### src/rtl/tccu_pkg.sv
package tccu_pkg;
   // Mode field encodings of the match control register.
   localparam logic [3:0] MODE_OFF = 4'h0;
   localparam logic [3:0] MODE_CAP_FALL = 4'h4;
   localparam logic [3:0] MODE_CAP_RISE = 4'h5;
   localparam logic [3:0] MODE_CAP_RISE4 = 4'h6;
   localparam logic [3:0] MODE_CAP_RISE16 = 4'h7;
   localparam logic [3:0] MODE_CMP_SET = 4'h8;
   localparam logic [3:0] MODE_CMP_CLR = 4'h9;
   localparam logic [3:0] MODE_CMP_SWI = 4'ha;
   localparam logic [3:0] MODE_CMP_SET_TRIG = 4'hb;
   localparam logic [3:0] MODE_CMP_TOGGLE = 4'h2;
   // Reset values, timer maximum and capture prescale limits.
   localparam logic [15:0] TIMER_RESET = 16'h0000;
   localparam logic [15:0] MATCH_RESET = 16'h0000;
   localparam logic [15:0] TIMER_MAX = 16'hffff;
   localparam logic [3:0] PRESCALE_RESET = 4'h0;
   localparam logic [3:0] PRESCALE_16 = 4'hf;
   localparam logic [3:0] PRESCALE_4 = 4'h3;
endpackage : tccu_pkg

### src/rtl/tccu_timer_capture_compare_unit.sv
`timescale 1ns/1ps
`default_nettype none
module tccu_timer_capture_compare_unit
   import tccu_pkg::*;
(
   input wire logic mclk,
   input wire logic reset,
   input wire logic timerTick,
   input wire logic timerHighWrite,
   input wire logic timerLowWrite,
   input wire logic [7:0] timerWriteData,
   input wire logic matchHighWrite,
   input wire logic matchLowWrite,
   input wire logic [7:0] matchWriteData,
   input wire logic controlWrite,
   input wire logic [3:0] controlWriteData,
   input wire logic captureIn,
   input wire logic comparatorIn,
   input wire logic adcEnable,
   input wire logic matchFlagClear,
   input wire logic overflowFlagClear,
   output logic [15:0] timerPair,
   output logic [15:0] matchValuePair,
   output logic [3:0] matchModeField,
   output logic matchOutputPin,
   output logic pinDriven,
   output logic matchFlag,
   output logic timerOverflowFlag,
   output logic specialEventTrigger,
   output logic conversionGo,
   output logic comparatorSynced
);
   // ------------------------------------------------------------
   // Storage
   // ------------------------------------------------------------
   logic [15:0] timer_reg, timer_next;
   logic [15:0] match_reg, match_next;
   logic [3:0] mode_reg;
   logic outLatch_reg, outLatch_next;
   logic matchFlag_reg, ovfFlag_reg;
   logic trig_reg, go_reg, pinEn_reg;
   logic [3:0] capCount_reg;
   logic capMeta_reg, capSync_reg, capPrev_reg;
   logic cmpMeta_reg, cmpSync_reg, cmpTimed_reg;

   // ------------------------------------------------------------
   // Decoding
   // ------------------------------------------------------------
   // Mode class decode.
   wire isCapture = (mode_reg[3:2] == 2'b01);
   wire isCompare = mode_reg[3] || (mode_reg == MODE_CMP_TOGGLE);
   wire isTrig = (mode_reg == MODE_CMP_SET_TRIG);
   wire isSwi = (mode_reg == MODE_CMP_SWI);
   wire pinMode = isCompare && !isTrig && !isSwi;
   // Equality against the timer pair.
   wire equal = (match_reg == timer_reg);
   // Only a fresh match counts, so a held match fires once, and again after each timer write.
   logic equalPrev_reg;
   wire matchEvt = isCompare && equal && !equalPrev_reg;
   // Capture edge detection on the synchronised pin.
   wire capRise = capSync_reg && !capPrev_reg;
   wire capFall = !capSync_reg && capPrev_reg;
   wire capEdge = (mode_reg == MODE_CAP_FALL) ? capFall : capRise;
   wire [3:0] capDiv = (mode_reg == MODE_CAP_RISE16) ? PRESCALE_16 :
                       (mode_reg == MODE_CAP_RISE4) ? PRESCALE_4 :
                       PRESCALE_RESET;
   wire capEvt = isCapture && capEdge && (capCount_reg == capDiv);
   // Timer reset happens on the first tick while the match still holds;
   // a match that is gone by then drops the reset, even at one tick a cycle.
   wire trigReset = timerTick && isTrig && equal;
   wire wrap = timerTick && !trigReset && (timer_reg == TIMER_MAX);
   wire timerWr = timerHighWrite || timerLowWrite;

   // Next value of the timer; a write has top priority.
   always_comb begin
      timer_next = timer_reg;
      if (trigReset) begin
         timer_next = TIMER_RESET;
      end else if (timerTick) begin
         timer_next = timer_reg + 16'h0001;
      end
      if (timerHighWrite) begin
         timer_next[15:8] = timerWriteData;
      end
      if (timerLowWrite) begin
         timer_next[7:0] = timerWriteData;
      end
   end

   // Next value of the match pair: capture or software write.
   always_comb begin
      match_next = match_reg;
      if (capEvt) begin
         match_next = timer_reg;
      end
      if (matchHighWrite) begin
         match_next[15:8] = matchWriteData;
      end
      if (matchLowWrite) begin
         match_next[7:0] = matchWriteData;
      end
   end

   // Compare output latch actions.
   always_comb begin
      outLatch_next = outLatch_reg;
      if (matchEvt && pinMode) begin
         case (mode_reg)
            MODE_CMP_TOGGLE: outLatch_next = !outLatch_reg;
            MODE_CMP_SET: outLatch_next = 1'b1;
            MODE_CMP_CLR: outLatch_next = 1'b0;
            default: outLatch_next = outLatch_reg;
         endcase
      end
      if (controlWrite) begin
         if (controlWriteData == MODE_OFF) begin
            outLatch_next = 1'b0;
         end else if (controlWriteData == MODE_CMP_CLR) begin
            outLatch_next = 1'b1;
         end else if (controlWriteData == MODE_CMP_SET) begin
            outLatch_next = 1'b0;
         end
      end
   end

   // ------------------------------------------------------------
   // Registers
   // ------------------------------------------------------------
   // Timer, match pair and mode.
   always_ff @(posedge mclk) begin
      if (reset) begin
         timer_reg <= TIMER_RESET;
         match_reg <= MATCH_RESET;
         mode_reg <= MODE_OFF;
         outLatch_reg <= 1'b0;
      end else begin
         timer_reg <= timer_next;
         match_reg <= match_next;
         mode_reg <= controlWrite ? controlWriteData : mode_reg;
         outLatch_reg <= outLatch_next;
      end
   end

   // Flags; a setting event wins over a clear.
   always_ff @(posedge mclk) begin
      if (reset) begin
         matchFlag_reg <= 1'b0;
         ovfFlag_reg <= 1'b0;
      end else begin
         matchFlag_reg <= (matchEvt || capEvt) ||
                          (matchFlag_reg && !matchFlagClear);
         ovfFlag_reg <= (wrap && !timerWr) ||
                        (ovfFlag_reg && !overflowFlagClear);
      end
   end

   // Trigger pulse, match history and conversion start.
   always_ff @(posedge mclk) begin
      if (reset) begin
         trig_reg <= 1'b0;
         go_reg <= 1'b0;
         equalPrev_reg <= 1'b0;
         pinEn_reg <= 1'b0;
      end else begin
         trig_reg <= matchEvt && isTrig;
         go_reg <= matchEvt && isTrig && adcEnable;
         equalPrev_reg <= equal && !timerWr;
         pinEn_reg <= pinMode;
      end
   end

   // Capture pin synchroniser and prescale counter.
   always_ff @(posedge mclk) begin
      if (reset) begin
         capMeta_reg <= 1'b0;
         capSync_reg <= 1'b0;
         capPrev_reg <= 1'b0;
         capCount_reg <= PRESCALE_RESET;
      end else begin
         capMeta_reg <= captureIn;
         capSync_reg <= capMeta_reg;
         capPrev_reg <= capSync_reg;
         if (!isCapture || controlWrite) begin
            capCount_reg <= PRESCALE_RESET;
         end else if (capEdge) begin
            capCount_reg <= (capCount_reg == capDiv) ? PRESCALE_RESET :
                            capCount_reg + 4'h1;
         end
      end
   end

   // Comparator output synchronised, then retimed on timer ticks.
   always_ff @(posedge mclk) begin
      if (reset) begin
         cmpMeta_reg <= 1'b0;
         cmpSync_reg <= 1'b0;
         cmpTimed_reg <= 1'b0;
      end else begin
         cmpMeta_reg <= comparatorIn;
         cmpSync_reg <= cmpMeta_reg;
         if (timerTick) begin
            cmpTimed_reg <= cmpSync_reg;
         end
      end
   end

   // ------------------------------------------------------------
   // Outputs
   // ------------------------------------------------------------
   assign timerPair = timer_reg;
   assign matchValuePair = match_reg;
   assign matchModeField = mode_reg;
   assign matchOutputPin = outLatch_reg;
   assign pinDriven = pinEn_reg;
   assign matchFlag = matchFlag_reg;
   assign timerOverflowFlag = ovfFlag_reg;
   assign specialEventTrigger = trig_reg;
   assign conversionGo = go_reg;
   assign comparatorSynced = cmpTimed_reg;

   // ------------------------------------------------------------
   // Checks
   // ------------------------------------------------------------
   a_trig_reset_timer: assert property (@(posedge mclk)
      disable iff (reset)
      (trigReset && !timerWr) |=> (timer_reg == TIMER_RESET))
      else $error("Trigger reset did not clear the timer.");
   a_write_wins_reset: assert property (@(posedge mclk)
      disable iff (reset)
      (trigReset && timerLowWrite)
      |=> (timer_reg[7:0] == $past(timerWriteData)))
      else $error("Timer write lost to trigger reset.");
   a_no_ovf_on_trig: assert property (@(posedge mclk)
      disable iff (reset)
      (trigReset && !ovfFlag_reg) |=> !ovfFlag_reg)
      else $error("Trigger reset set the overflow flag.");
   a_wrap_sets_ovf: assert property (@(posedge mclk)
      disable iff (reset)
      (wrap && !timerWr) |=> (ovfFlag_reg && timer_reg == TIMER_RESET))
      else $error("Wrap did not set overflow.");
   a_match_flag_set: assert property (@(posedge mclk)
      disable iff (reset)
      matchEvt |=> matchFlag_reg)
      else $error("Match did not raise the flag.");
   a_capture_copies: assert property (@(posedge mclk)
      disable iff (reset)
      (capEvt && !matchHighWrite && !matchLowWrite)
      |=> (match_reg == $past(timer_reg)))
      else $error("Capture did not copy the timer.");
   a_trig_pin_free: assert property (@(posedge mclk)
      disable iff (reset)
      (isTrig || isSwi) ##1 (isTrig || isSwi) |-> !pinDriven)
      else $error("Pin driven in trigger or software mode.");
   a_clear_latch_low: assert property (@(posedge mclk)
      disable iff (reset)
      (controlWrite && controlWriteData == MODE_OFF) |=> !matchOutputPin)
      else $error("Control clear left latch high.");
   a_go_with_trig: assert property (@(posedge mclk)
      disable iff (reset)
      conversionGo |-> specialEventTrigger ##1 !conversionGo)
      else $error("Conversion start without trigger.");
   a_toggle_match: assert property (@(posedge mclk)
      disable iff (reset)
      (matchEvt && mode_reg == MODE_CMP_TOGGLE && !controlWrite)
      |=> (outLatch_reg != $past(outLatch_reg)))
      else $error("Toggle mode did not toggle.");
   a_flag_sticky: assert property (@(posedge mclk)
      disable iff (reset)
      (matchFlag_reg && !matchFlagClear) |=> matchFlag_reg)
      else $error("Match flag dropped without clear.");
   a_set_drives_high: assert property (@(posedge mclk)
      disable iff (reset)
      (matchEvt && mode_reg == MODE_CMP_SET && !controlWrite) |=> outLatch_reg)
      else $error("Set mode left the latch low.");
   a_clear_drives_low: assert property (@(posedge mclk)
      disable iff (reset)
      (matchEvt && mode_reg == MODE_CMP_CLR && !controlWrite) |=> !outLatch_reg)
      else $error("Clear mode left the latch high.");
   a_swi_latch_held: assert property (@(posedge mclk)
      disable iff (reset)
      (matchEvt && isSwi && !controlWrite) |=> $stable(outLatch_reg))
      else $error("Software mode moved the latch.");
   a_trig_on_match: assert property (@(posedge mclk)
      disable iff (reset)
      (matchEvt && isTrig) |=> specialEventTrigger)
      else $error("Match in trigger mode gave no trigger.");
   a_lost_match_counts: assert property (@(posedge mclk)
      disable iff (reset)
      (timerTick && isTrig && !equal && !timerWr)
      |=> (timer_reg == $past(timer_reg) + 16'h0001))
      else $error("Timer reset although the match was gone.");
   a_capture_flag: assert property (@(posedge mclk)
      disable iff (reset)
      capEvt |=> matchFlag_reg)
      else $error("Capture did not raise the flag.");
   a_pin_owned: assert property (@(posedge mclk)
      disable iff (reset)
      pinMode |=> pinDriven)
      else $error("Pin not driven in a pin mode.");
   a_cmp_retimed: assert property (@(posedge mclk)
      disable iff (reset)
      !timerTick |=> $stable(cmpTimed_reg))
      else $error("Comparator output moved between ticks.");
endmodule : tccu_timer_capture_compare_unit
`default_nettype wire

### config.mk
export PLATFORM = sky130hd
export DESIGN_NAME = tccu_timer_capture_compare_unit
export DESIGN_NICKNAME = d
export VERILOG_FILES = /design/src/rtl/tccu_pkg.sv /design/src/rtl/tccu_timer_capture_compare_unit.sv
export SDC_FILE = /design/constraint.sdc
export NUM_CORES = 1
export LEC_CHECK = 0
export ABC_AREA = 1
export ABC_CLOCK_PERIOD_IN_PS = 2100
export BUFFER_PORTS_ARGS = -buffer_cell sky130_fd_sc_hd__buf_2
export CORE_MARGIN = 4
export CORE_UTILIZATION = 30
export CTS_BUF_LIST = sky130_fd_sc_hd__clkbuf_8
export CTS_CLUSTER_SIZE = 30
export DETAILED_ROUTE_END_ITERATION = 7
export GPL_ROUTABILITY_DRIVEN = 0
export HOLD_SLACK_MARGIN = 0.06
export PLACE_DENSITY_LB_ADDON = 0.1
export SLEW_MARGIN = 20
export SYNTH_ARGS = -nofsm -noshare
export SYNTH_HDL_FRONTEND = slang
export SYNTH_SLANG_ARGS = --single-unit
### constraint.sdc
create_clock -name mclk -period 2.1 [get_ports mclk]
set_clock_uncertainty 0.05 [all_clocks]
set_input_delay 0.42 -clock mclk [delete_from_list [all_inputs] [get_ports mclk]]
set_output_delay 0.42 -clock mclk [all_outputs]
set_load 0.005 [all_outputs]
Word-level counts from Yosys, hierarchy flattened

Index checks and enable logic that the tools add are counted.

Input bits: 33
Register bits after elaboration: 53
Word-level logic and storage cells: 94

$add $sub $neg: 2
Reductions and logical operators: 42
Mux-type cells: 17
Equal/unequal tests: 14

Operators with widths:

| operator                | number |
|---|---|
| $mux W16                | 3 |
| $mux W8                 | 4 |
| $eq A4 B4 Y1 const B    | 6 |
| $logic_and A1 B1 Y1     | 19 |
| $add A16 B1 Y16 const B | 1 |
| $eq A16 B16 Y1          | 1 |
| $eq A16 B16 Y1 const B  | 1 |
| $eq A4 B3 Y1 const B    | 3 |
| $logic_not A1 Y1        | 11 |
| $mux W4                 | 2 |
| $logic_or A1 B1 Y1      | 6 |
| $mux W1                 | 6 |
| $reduce_bool A3 Y1      | 2 |
| $add A4 B1 Y4 const B   | 1 |
| $eq A4 B2 Y1 const B    | 1 |
| $eq A4 B4 Y1            | 1 |
| $logic_not A4 Y1        | 1 |
| $reduce_bool A2 Y1      | 2 |
| $pmux W1 S3             | 1 |
| $eq A2 B1 Y1 const B    | 1 |
| $mux W2                 | 1 |
| $reduce_or A2 Y1        | 1 |

Depth between registers and ports, before layout

Word-level depth: 10
Mapped depth: 12
Depth with buffers taken out: 12

Worst setup path after synthesis

No wires, ideal clock.

Kind: input -> register
Start point: in timerTick
End point: reg timer_reg[12], in the netlist timerPair[12]
Arrival: 1.394 ns
Setup time: 0.132 ns
Setup slack: 0.524 ns
Buffers on the path: 2
Stages: 7
Cell sequence: clkbuf_1 -> inv_1 -> nor3_1 -> nand3_1 -> buf_2 -> nand4_1 -> a21oi_1

Word-level cells in the longest chain between the ends: 4
Elaborated cells between the ends (all ways): 5

RTL lines:

| what                             | line                                   | source |
|---|---|---|
| start, declared                  | tccu_timer_capture_compare_unit.sv:8   | `input wire logic timerTick,` |
| $logic_and A1 B1 Y1 (2 in a row) | tccu_timer_capture_compare_unit.sv:70  | `wire trigReset = timerTick && isTrig && equal;` |
| $mux W16                         | tccu_timer_capture_compare_unit.sv:77  | `if (trigReset) begin` |
| $mux W8                          | tccu_timer_capture_compare_unit.sv:82  | `if (timerHighWrite) begin` |
| end signal, assigned             | tccu_timer_capture_compare_unit.sv:137 | `timer_reg <= timer_next;` |
| end, declared                    | tccu_timer_capture_compare_unit.sv:36  | `logic [15:0] timer_reg, timer_next;` |

Parallel ways exist; a longest one is shown, timed or not.
A chain may end at the register's enable or synchronous reset.

Final worst setup path

Start point: reg timer_reg[1], in the netlist timerPair[1]
End point: reg timer_reg[14], in the netlist timerPair[14]

Word-level cells in the longest chain between the ends: 4
Elaborated cells between the ends (all ways): 7

RTL lines:

| what                                                     | line |
|---|---|
| $add A16 B1 Y16 / $eq A16 B16 Y1 (equally long branches) | tccu_timer_capture_compare_unit.sv:80, tccu_timer_capture_compare_unit.sv:56 |
| $mux W16 / $logic_and A1 B1 Y1 (equally long branches)   | tccu_timer_capture_compare_unit.sv:79, tccu_timer_capture_compare_unit.sv:70 |
| $mux W16                                                 | tccu_timer_capture_compare_unit.sv:77 |
| $mux W8                                                  | tccu_timer_capture_compare_unit.sv:82 |

Parallel ways exist; a longest one is shown, timed or not. The select of a mux whose other input is x is not followed.

==> impl_metrics.ini <==
[logic_synthesis]
synth_fp_nets = 538
syn_avg_cell_area_um2 = 6.25
yosysSeqAreaShare_pct = 33.8
synth_cell_type_count = 33
synth.area.top_cells = dfxtp_1 (34%), nand2_1 (18%), nor2_1 (10%)
synth_top_area_share_pct = 33.8
syn_area_um2 = 3140
ys_ff_latch = 53
yosys_warnings = 0
yosysTopAreaCell = dfxtp_1
synth_cells = 503

[detailed_routing]
avgViaCountPerCell = 4.67
wl_met3_um = 494
ant_nets = 0
drt-met1-wl_um = 4810
wl_per_cell_um = 14.4
routed.top_layer = met4
first_pass_iters = 7
drt-total-wl_um = 10400
drtIter0Drc = 188
post-route-drc-count = 0
vias = 3375
wl_met2_um = 4930

[grt]
grt_pass1_vias = 3332
grt_max_degree = 21
antenna_found_initial = 0
grt_usage_pct = 17.9
grt_overflow = 0
grt_pass1_wl_um = 16700

[clock_tree]
cts_buffers = 5
clock_path_buffers = 2
clk_latency_ns = 0.32
path_clk_slew_ns = 0.11
cts_sinks = 53
post_cts_buffers = 0
hold_buffers = 0
htree_levels = 2
clockRootBuffer = clkbuf_8
cts_resized = 0
cts_tree = built

[setup_path]
worstSetupPathType = flop to flop
start_kind = flop
critPathMaxFanout = 6
worstPathArrival_ns = 2.10
cp-end-kind = flop
cp.required_ns = 2.30
r2r_slack_ns = 0.21

[final_layout]
fin_cells = 723
final_common_cell = nand2_1
antenna_cells = 0
layout-drive-gt1-share_pct = 19.9
mostFrequentLayoutCells = nand2_1 (150), nor2_1 (83), buf_2 (75)
fin_nets = 621
area_delta_synth_final_pct = 21.5

[place]
dp_hpwl_um = 8320
placed_cells_incl_taps = 715
io_buffers = 75

[worst_hold_path]
hp-class = primary input to flop

[power]
ir_drop_mv = 0.251
power.density_nw_per_um2 = 575
leakage_nw = 1.87

[sta]
hold_viol = 0
slew_headroom_pct = 58.9
worstMarginPinSlew_ns = 0.614
fmax_mhz = 529
rsz0062_at_grt = false
tns_ns = 0
min_period_over_period_pct = 90.1
setup-violations-final = 0
period_minus_slack_ns = 1.89
slew_viol_final = 0

[status]
outcome = complete, no violations

[floorplan]
ios = 76
die_w_um = 110
fp-row-count = 37
die_h_um = 110
dieArea_um2 = 12200
core_area_um2 = 10300
start_util_pct = 30.6

[flow_run]
drv_cap = 0
==> final timing paths <==
kind	start	end	cells past startpoint
worst max-delay path	timerPair[1]	timerPair[14]	8
worst min-delay path	comparatorIn	cmpMeta_reg	3
worst max register to register	timerPair[1]	timerPair[14]	8
worst min register to register	cmpMeta_reg	cmpSync_reg	2
==> power breakdown <==
| group | internal, W | switching [W] |
|---|---|---|
| logic | 0.000187 | 0.000290 |
| clock network | 0.000232 | 0.000376 |
| registers | 0.00106 | 0.0000535 |
==> through the flow <==
| step | util, % | worst slack (ns) | power, W | hold slack (ns) | instance area, µm² |
|---|---|---|---|---|---|
| 2_1_floorplan | - | 0.524 | 0.00142 | 0.338 | 3140 |
| 3_3_place_gp | 36.2 | 0.131 | 0.00162 | 0.343 | 3720 |
| 3_5_place_dp | 36.2 | 0.151 | 0.00161 | 0.350 | 3720 |
| 6_report | 37.2 | 0.208 | 0.00220 | 0.245 | 3820 |
| 4_1_cts | 37.1 | 0.0875 | 0.00222 | 0.242 | 3810 |
| 5_1_grt | 37.2 | 0.0327 | 0.00234 | 0.253 | 3820 |
==> cell usage after synthesis <==
library cell,count
a22oi_1,14
and2_1,1
nand2_1,150
o21ai_0,26
o21ai_2,3
nor3_2,2
inv_1,63
nor3b_1,1
a21oi_1,25
inv_2,1
nor4_1,1
clkbuf_1,9
ha_1,2
xor2_1,8
nor3_1,6
nor2_1,85
nand4_1,16
clkinv_1,1
buf_2,4
or2_2,1
buf_6,2
nand3_4,1
o22ai_1,1
nand3_1,13
nand3_2,1
nor2_2,1
xnor2_1,4
nand3b_1,2
clkbuf_8,1
dfxtp_1,53
nand2_2,1
nand2_4,1
nor2_4,3
==> kinds of logic (layout without fill, tap and decap cells) <==
family | after synthesis | after routing | share of synthesized area, %
simple gates | 286 | 286 | 38.9
compound gates | 69 | 69 | 12.5
flops | 53 | 53 | 33.8
xor+xnor | 12 | 12 | 3.35
fa+ha+maj | 2 | 2 | 0.796
buf+inv | 81 | 165 | 10.6
==> routing by layer <==
layer	vias to the layer above	track usage [%]
met5	-	0
met4	0	5.19
met3	20	3.15
met2	88	30.3
met1	1519	23.3
li1	1748	-
==> worst max-delay path, stage by stage, from the launching register on <==
cell,delay (ns)
dfxtp_1,0.48
ha_1,0.24
nand2_1,0.09
nor2_2,0.24
nand3_1,0.14
nor2_1,0.16
xor2_1,0.17
nand4_1,0.12
a21oi_1,0.14
==> layout make-up <==
type	instances	area, µm²
clock buffers	5	68.8
fillers	1161	6460
repair buffers	92	503
multi-input cells	369	1750
inverters	65	244
well taps	136	170
flip-flops and latches	53	1060
clock inverters	3	18.8
Power figures use the tool's default switching activity.
